<file path="src/baud_pkg.sv">
// shared constants and carrier types for the serial baud rate generator
package baud_pkg;

  // ==========================================================
  // register map (word addresses on the avalon slave)
  // ==========================================================
  localparam logic [3:0] OFF_BAUD_HIGH = 4'h0;
  localparam logic [3:0] OFF_BAUD_LOW = 4'h1;
  localparam logic [3:0] OFF_CONTROL_TWO = 4'h2;
  localparam logic [3:0] OFF_SYS_OPTIONS = 4'h3;
  localparam logic [3:0] OFF_IRQ_STATUS = 4'h4;
  localparam logic [3:0] OFF_IRQ_MASK = 4'h5;
  localparam logic [3:0] OFF_LINE_EVENTS = 4'h6;

  // ==========================================================
  // field positions and reset values
  // ==========================================================
  localparam int BIT_LBK_IE = 7;
  localparam int BIT_RXE_IE = 6;
  localparam int BIT_TE = 3;
  localparam int BIT_RE = 2;
  localparam int BIT_BRK13 = 1;
  localparam int BIT_SEND_BRK = 0;
  localparam int BIT_PS = 0;
  localparam int DIV_W = 13;
  localparam logic [7:0] RST_BAUD_HIGH = 8'h00;
  localparam logic [7:0] RST_BAUD_LOW = 8'h04;
  localparam logic [7:0] RST_ZERO = 8'h00;

  // ==========================================================
  // timing figures
  // ==========================================================
  localparam int TICKS_PER_BIT = 16;
  localparam int BRK_TX_BITS = 13;
  localparam int BRK_TX_BITS_SHORT = 10;
  localparam int BRK_DET_BITS = 11;

  // status layout: [0] line break, [1] rx edge
  typedef struct packed {
    logic rx_edge;
    logic line_break;
  } irq_bits_t;

  typedef struct packed {
    logic [3:0] address;
    logic read;
    logic write;
    logic [31:0] writedata;
  } av_req_t;

endpackage : baud_pkg

</file>
<file path="src/baud_tick_gen.sv">
// modulo divisor counter producing the sixteen-times oversampling tick
`timescale 1ns/10ps
module baud_tick_gen
  import baud_pkg::*;
#(
  parameter int W = DIV_W
) (
  input wire logic clk_sys,
  input wire logic nrst,
  input wire logic enable,
  input wire logic [W-1:0] divisor,
  output logic tick
);

  initial begin
    if (W < 1 || W > 16) $error("divisor width out of range");
  end

  logic [W-1:0] count_r;

  always_ff @(posedge clk_sys) begin
    if (!nrst) begin
      count_r <= '0;
      tick <= 1'b0;
    end else if (!enable || divisor == '0) begin
      count_r <= '0;
      tick <= 1'b0;
    end else if (count_r >= divisor - W'(1)) begin
      count_r <= '0;
      tick <= 1'b1;
    end else begin
      count_r <= count_r + W'(1);
      tick <= 1'b0;
    end
  end

endmodule : baud_tick_gen

</file>
<file path="src/serial_baud_rate_generator.sv">
// baud divisor registers, break handling, interrupts and pin routing
//
// Our own choices: the address map and the Avalon-MM interface to the registers.
`timescale 1ns/10ps

// Overview of operation
// - position bit 0 routes port two to port f pins, 1 to port e
// - high half held aside, moved to working divisor on low write
// - low half resets non-zero; generator off until rx or tx enabled
// - divisor of zero stops the baud generator
// - baud rate is bus clock over sixteen times divisor
// - high register bits 4:0 hold divisor 12:8, low holds 7:0
// - high bit 7 lets line break flag raise the interrupt
// - high bit 6 lets rx edge flag raise the interrupt
// - optional 13-bit break send, 11-bit break detect
module serial_baud_rate_generator
  import baud_pkg::*;
(
  input wire logic clk_sys,
  input wire logic nrst,
  input wire logic [3:0] avs_address,
  input wire logic avs_read,
  input wire logic avs_write,
  input wire logic [31:0] avs_writedata,
  output logic [31:0] avs_readdata,
  output logic avs_waitrequest,
  output logic irq,
  output logic baud_tick,
  output logic port2_transmit_pin,
  input wire logic port2_receive_pin,
  input wire logic port2_tx_data,
  output logic port2_rx_data,
  output logic port_f_pin0,
  output logic port_e_pin6,
  input wire logic port_f_pin1,
  input wire logic port_e_pin7
);

  // ==========================================================
  // bus request capture
  // ==========================================================
  av_req_t req;
  logic ack_r;
  logic do_wr;
  logic do_rd;

  assign req = '{address: avs_address, read: avs_read, write: avs_write,
                 writedata: avs_writedata};
  // write lands at the edge where the master sees waitrequest low
  assign do_wr = req.write && ack_r;
  assign do_rd = req.read && !ack_r;

  // one wait cycle, then acknowledge
  always_ff @(posedge clk_sys) begin
    if (!nrst) begin
      ack_r <= 1'b0;
    end else begin
      ack_r <= (req.read || req.write) && !ack_r;
    end
  end

  always_ff @(posedge clk_sys) begin
    if (!nrst) begin
      avs_waitrequest <= 1'b1;
    end else begin
      avs_waitrequest <= !((req.read || req.write) && !ack_r);
    end
  end

  // ==========================================================
  // divisor registers
  // ==========================================================
  logic [7:0] high_hold_r;
  logic [7:0] high_work_r;
  logic [7:0] low_r;
  logic [DIV_W-1:0] baud_divisor_value;
  logic gen_armed_r;

  always_ff @(posedge clk_sys) begin
    if (!nrst) begin
      high_hold_r <= RST_BAUD_HIGH;
    end else if (do_wr && req.address == OFF_BAUD_HIGH) begin
      high_hold_r <= req.writedata[7:0];
    end
  end

  always_ff @(posedge clk_sys) begin
    if (!nrst) begin
      high_work_r <= RST_BAUD_HIGH;
      low_r <= RST_BAUD_LOW;
    end else if (do_wr && req.address == OFF_BAUD_LOW) begin
      high_work_r <= high_hold_r;
      low_r <= req.writedata[7:0];
    end
  end

  assign baud_divisor_value = {high_work_r[4:0], low_r};

  // ==========================================================
  // control two, system options, mask
  // ==========================================================
  logic [7:0] control_two_r;
  logic [7:0] sys_opts_r;
  logic [1:0] mask_r;

  always_ff @(posedge clk_sys) begin
    if (!nrst) begin
      control_two_r <= RST_ZERO;
    end else if (do_wr && req.address == OFF_CONTROL_TWO) begin
      control_two_r <= {4'h0, req.writedata[3:0]};
    end
  end

  always_ff @(posedge clk_sys) begin
    if (!nrst) begin
      gen_armed_r <= 1'b0;
    end else if (do_wr && req.address == OFF_CONTROL_TWO &&
                 (req.writedata[BIT_TE] || req.writedata[BIT_RE])) begin
      gen_armed_r <= 1'b1;
    end
  end

  always_ff @(posedge clk_sys) begin
    if (!nrst) begin
      sys_opts_r <= RST_ZERO;
    end else if (do_wr && req.address == OFF_SYS_OPTIONS) begin
      sys_opts_r <= {7'h00, req.writedata[BIT_PS]};
    end
  end

  always_ff @(posedge clk_sys) begin
    if (!nrst) begin
      mask_r <= 2'h3;
    end else if (do_wr && req.address == OFF_IRQ_MASK) begin
      mask_r <= req.writedata[1:0];
    end
  end

  // ==========================================================
  // tick generator
  // ==========================================================
  logic tick;
  logic gen_enable;

  assign gen_enable = gen_armed_r && (control_two_r[BIT_TE] || control_two_r[BIT_RE]);

  baud_tick_gen #(
    .W(DIV_W)
  ) u_tick (
    .clk_sys(clk_sys),
    .nrst(nrst),
    .enable(gen_enable),
    .divisor(baud_divisor_value),
    .tick(tick)
  );

  always_ff @(posedge clk_sys) begin
    if (!nrst) begin
      baud_tick <= 1'b0;
    end else begin
      baud_tick <= tick;
    end
  end

  // ==========================================================
  // pin routing and receive synchroniser
  // ==========================================================
  logic ps;
  logic rx_raw;
  logic rx_s1_r;
  logic rx_s2_r;
  logic rx_s3_r;

  assign ps = sys_opts_r[BIT_PS];
  assign rx_raw = ps ? port_e_pin7 : port_f_pin1;

  always_ff @(posedge clk_sys) begin
    if (!nrst) begin
      rx_s1_r <= 1'b1;
      rx_s2_r <= 1'b1;
      rx_s3_r <= 1'b1;
    end else begin
      rx_s1_r <= rx_raw;
      rx_s2_r <= rx_s1_r;
      rx_s3_r <= rx_s2_r;
    end
  end

  logic brk_tx_active_r;

  always_ff @(posedge clk_sys) begin
    if (!nrst) begin
      port_f_pin0 <= 1'b1;
      port_e_pin6 <= 1'b1;
      port2_transmit_pin <= 1'b1;
      port2_rx_data <= 1'b1;
    end else begin
      port2_transmit_pin <= port2_tx_data && !brk_tx_active_r;
      port_f_pin0 <= ps ? 1'b1 : (port2_tx_data && !brk_tx_active_r);
      port_e_pin6 <= ps ? (port2_tx_data && !brk_tx_active_r) : 1'b1;
      port2_rx_data <= rx_s2_r;
    end
  end

  // ==========================================================
  // break send and detect
  // ==========================================================
  localparam int BRK_CNT_W = 8;
  localparam logic [BRK_CNT_W-1:0] BRK_TX_LONG = BRK_CNT_W'(BRK_TX_BITS * TICKS_PER_BIT);
  localparam logic [BRK_CNT_W-1:0] BRK_TX_SHORT =
    BRK_CNT_W'(BRK_TX_BITS_SHORT * TICKS_PER_BIT);
  localparam logic [BRK_CNT_W-1:0] BRK_DET = BRK_CNT_W'(BRK_DET_BITS * TICKS_PER_BIT);

  logic [BRK_CNT_W-1:0] brk_tx_cnt_r;
  logic [BRK_CNT_W-1:0] brk_rx_cnt_r;
  logic brk_seen_r;
  logic break_event;
  logic edge_event;

  always_ff @(posedge clk_sys) begin
    if (!nrst) begin
      brk_tx_cnt_r <= '0;
      brk_tx_active_r <= 1'b0;
    end else if (!brk_tx_active_r && control_two_r[BIT_SEND_BRK] && gen_enable) begin
      brk_tx_active_r <= 1'b1;
      brk_tx_cnt_r <= control_two_r[BIT_BRK13] ? BRK_TX_LONG : BRK_TX_SHORT;
    end else if (brk_tx_active_r && tick) begin
      if (brk_tx_cnt_r == BRK_CNT_W'(1)) begin
        brk_tx_active_r <= 1'b0;
      end
      brk_tx_cnt_r <= brk_tx_cnt_r - BRK_CNT_W'(1);
    end
  end

  always_ff @(posedge clk_sys) begin
    if (!nrst) begin
      brk_rx_cnt_r <= '0;
      brk_seen_r <= 1'b0;
    end else if (rx_s2_r) begin
      brk_rx_cnt_r <= '0;
      brk_seen_r <= 1'b0;
    end else if (tick && !brk_seen_r) begin
      brk_rx_cnt_r <= brk_rx_cnt_r + BRK_CNT_W'(1);
      if (brk_rx_cnt_r == BRK_DET - BRK_CNT_W'(1)) begin
        brk_seen_r <= 1'b1;
      end
    end
  end

  assign break_event = tick && !brk_seen_r && !rx_s2_r &&
                       brk_rx_cnt_r == BRK_DET - BRK_CNT_W'(1);
  assign edge_event = rx_s3_r && !rx_s2_r;

  // ==========================================================
  // sticky flags and interrupt
  // ==========================================================
  irq_bits_t status_r;
  logic rd_status;

  assign rd_status = do_rd && req.address == OFF_IRQ_STATUS;

  // set wins over read clear
  always_ff @(posedge clk_sys) begin
    if (!nrst) begin
      status_r <= '0;
    end else begin
      status_r.line_break <= break_event || (status_r.line_break && !rd_status);
      status_r.rx_edge <= edge_event || (status_r.rx_edge && !rd_status);
    end
  end

  // enables in high bits 7 and 6
  always_ff @(posedge clk_sys) begin
    if (!nrst) begin
      irq <= 1'b0;
    end else begin
      irq <= (status_r.line_break && high_hold_r[BIT_LBK_IE] && mask_r[0]) ||
             (status_r.rx_edge && high_hold_r[BIT_RXE_IE] && mask_r[1]);
    end
  end

  // ==========================================================
  // read data
  // ==========================================================
  always_ff @(posedge clk_sys) begin
    if (!nrst) begin
      avs_readdata <= '0;
    end else if (do_rd) begin
      unique case (req.address)
        OFF_BAUD_HIGH: avs_readdata <= {24'h0, high_hold_r[7:6], 1'b0, high_hold_r[4:0]};
        OFF_BAUD_LOW: avs_readdata <= {24'h0, low_r};
        OFF_CONTROL_TWO: avs_readdata <= {24'h0, control_two_r};
        OFF_SYS_OPTIONS: avs_readdata <= {24'h0, sys_opts_r};
        OFF_IRQ_STATUS: avs_readdata <= {30'h0, status_r};
        OFF_IRQ_MASK: avs_readdata <= {30'h0, mask_r};
        OFF_LINE_EVENTS: avs_readdata <= {29'h0, brk_tx_active_r, brk_seen_r, rx_s2_r};
        default: avs_readdata <= '0;
      endcase
    end
  end

endmodule : serial_baud_rate_generator

</file>
<file path="config.mk">
export PLATFORM = sky130hd
export DESIGN_NAME = serial_baud_rate_generator
export DESIGN_NICKNAME = d
export VERILOG_FILES = /design/src/baud_pkg.sv /design/src/baud_tick_gen.sv /design/src/serial_baud_rate_generator.sv
export SDC_FILE = /design/constraint.sdc
export NUM_CORES = 1
export LEC_CHECK = 0
export BUFFER_PORTS_ARGS = -buffer_cell sky130_fd_sc_hd__clkbuf_2
export CAP_MARGIN = 40
export CORE_MARGIN = 10
export CORE_UTILIZATION = 30
export CTS_CLUSTER_DIAMETER = 120
export DETAILED_ROUTE_END_ITERATION = 8
export GPL_ROUTABILITY_DRIVEN = 0
export PLACE_DENSITY_LB_ADDON = 0.2
export SYNTH_ARGS = -nofsm -noshare
export SYNTH_HDL_FRONTEND = slang
export SYNTH_SLANG_ARGS = --single-unit
export TNS_END_PERCENT = 10
</file>
<file path="constraint.sdc">
create_clock -name clk_sys -period 6.7 [get_ports clk_sys]
set_input_delay 0.335 -clock clk_sys [delete_from_list [all_inputs] [get_ports clk_sys]]
set_output_delay 0.335 -clock clk_sys [all_outputs]
set_load 0.05 [all_outputs]
</file>
==> results.cfg <==
[route]
drt_wl_total_um = 9780
firstDrtPassIters = 4
ant_nets = 0
vias = 3189
route.detailed.drc = 0
via_per_inst = 4.75
drt_iter0_drc = 156
wl_per_cell_um = 14.6

[final_layout]
final_layout_size_suffix_gt1_share_pct = 13.7
antennaDiodeCount = 0
fill_cells = 1411
design_area_um2 = 4630
multiInputGateArea_um2 = 2250
syn2layout_area_growth_pct = 13.2
nNetsFinal = 553
seq_area_um2 = 1600

[placement]
io_buffers = 33
dp_slack_ps = 3930
hpwlAfterDp_um = 7190
place_area_um2 = 4310

[setup_path]
required_ps = 6930
critical_path_class = reg2reg
crit_arrival_ps = 2970
worstRegToRegCells = 10
crit_path_end_kind = flop
startpoint_type = flop
critPathMaxFanout = 11

[sta]
finalMaxSlewViolations = 0
tightest_slew_ps = 788
finalHoldViolations = 0
period_minus_slack_ps = 2750
fin_tns_setup_ps = 0
setup_slack_ps = 3950
relSlewSlack_pct = 47.3
grt_setup_unrepaired = no
finalClockSkew_ps = 8.94
setup_violations = 0
min_period_over_period_pct = 41.0
fmax_mhz = 364
holdWs_ps = 208

[synth]
synth_most_common_cell = dfxtp_1
synth_top_area_share_pct = 39.2
yosysSeqAreaShare_pct = 39.2
syn_inst = 464
synth.distinct_cells = 61
synth_edf_count = 0
synth_warnings = 0
ys_top_cells_by_area = dfxtp_1, mux2i_1, ha_1
yosys.area.top_type = dfxtp_1
avgSynthCellArea_um2 = 8.82
ys_top_cells_by_count = dfxtp_1, nor2_1, nand2_1
async_reset_ff_share_pct = 0
synth_area_um2 = 4090
ys.flop_type = dfxtp_1
ys_ff_latch = 80

[pwr]
ir_drop_uv = 120
power-per-cell-area_nw_per_um2 = 233
finalPower_mw = 1.08
leakagePower_nw = 1.84

[floorplanning]
core_um2 = 13300
initial_utilization_pct = 30.8
row_count = 42
die-height_um = 137
dieArea_um2 = 18700
ioPinCount = 83
die_w_um = 137

[global_route]
grt_usage_pct = 10.7
antenna_found_initial = 0
gr-total-overflow = 0
grt_pass1_vias = 2994
grt_pass1_wl_um = 15900
grt_max_degree = 41

[clock_network]
clk_pin_slew_worst_paths_ps = 60
cts_resized = 0
numCtsBuffers = 9
clockBufferDepth = 2
cts-htree-levels = 3
post_cts_buffers = 0
clkLatencyLatePin_ps = 340
tritoncts = built
ctsHoldBuffers = 0
cts_sinks = 80
clock-root-buffer = clkbuf_16

[worst_hold_path]
holdPathStages = 3
worst_hold_path_type = in2reg

[run_status]
status = finished, final reports clean

[run]
cap_violations = 0
==> critical path, cell delays in order (launching register included) <==
cell and delay [ps]:
dfxtp_1 400, nor4_4 360, nand2_1 150, nor4_2 260, xnor2_1 120, ha_1 320
nand4_1 100, a2111o_1 310, o211ai_1 300, buf_4 240, nor3_1 70
==> cells in the final DEF, fill, tap and decap left out, drive strengths merged, types with 2 or more instances in the layout <==
master,n
a211oi,3
a21o,3
a21oi,21
a2bb2oi,3
a31oi,2
and2,2
and4b,2
buf,3
clkbuf,44
clkinvlp,2
conb,24
dfxtp,80
ha,19
inv,17
mux2,2
mux2i,27
nand2,38
nand2b,3
nand3,24
nand3b,6
nand4,6
nor2,49
nor2b,3
nor3,27
nor3b,2
nor4,5
o211ai,3
o21a,4
o21ai,8
o22ai,2
or2,5
or3,2
or4,2
xnor2,22
xor2,10
==> routing by layer <==
metal / track usage (%) / vias to the layer above / share of wire, %
met2: 17.0 / 46 / 48
met4: 5.03 / 0 / 1.5
met5: 0 / - / 0
met3: 2.53 / 8 / 3.2
met1: 13.4 / 1503 / 47
li1: - / 1632 / -
==> path summary, 6_finish.rpt <==
check | start | to | slack [ps]
min reg2reg | rx_s1_r$_SDFF_PN1_ | rx_s2_r$_SDFF_PN1_ | 420
min | port_f_pin1 | rx_s1_r$_SDFF_PN1_ | 210
max | low_r[4]$_SDFFE_PN0P_ | u_tick.count_r[12]$_SDFF_PP0_ | 3950
max reg2reg | low_r[4]$_SDFFE_PN0P_ | u_tick.count_r[12]$_SDFF_PP0_ | 3950
==> where the power goes <==
part | switching (mW) | internal (mW) | leakage [nW]
Clock | 0.208 | 0.312 | 0.149
Sequential | 0.00260 | 0.479 | 0.646
Combinational | 0.0629 | 0.0152 | 1.05
==> kinds of logic (layout without fill, tap and decap cells) <==
kind of cell / count (synthesis) / count (layout) / share of synthesized area [%]
and+or+nand+nor: 182 / 182 / 22.9
DFF: 80 / 80 / 39.2
AOI/OAI and AO/OA: 62 / 62 / 10.1
buffers and inverters: 59 / 67 / 7.98
xor gates and xnor gates: 32 / 32 / 6.85
muxes: 29 / 29 / 7.16
adders and majority gates: 19 / 19 / 5.81
other: 1 / 24 / 0.0917
==> sequential cells by signal, summed over array words and instances (netlist names), 2 cells and up <==
register / count
high_hold_r: 7
brk_rx_cnt_r: 8
low_r: 8
control_two_r: 4
status_r: 2
brk_tx_cnt_r: 8
avs_readdata: 8
mask_r: 2
u_tick.count_r: 13
high_work_r: 5
==> metrics by stage <==
step / util (%) / instances
after floorplan: - / 487
after global routing: 34.8 / 671
final: 34.8 / 671
after CTS: 34.8 / 671
after detailed placement: 32.4 / 655
after global placement: 32.4 / 654
==> layout make-up <==
type | instances | share of cell area, %
clock buffers | 11 | 5.46
inverters | 15 | 1.22
multi-input cells | 348 | 48.6
clock inverters | 5 | 1.35
flip-flops and latches | 80 | 34.6
repair buffers | 36 | 4.05
well taps | 176 | 4.76
Power figures use the tool's default switching activity.
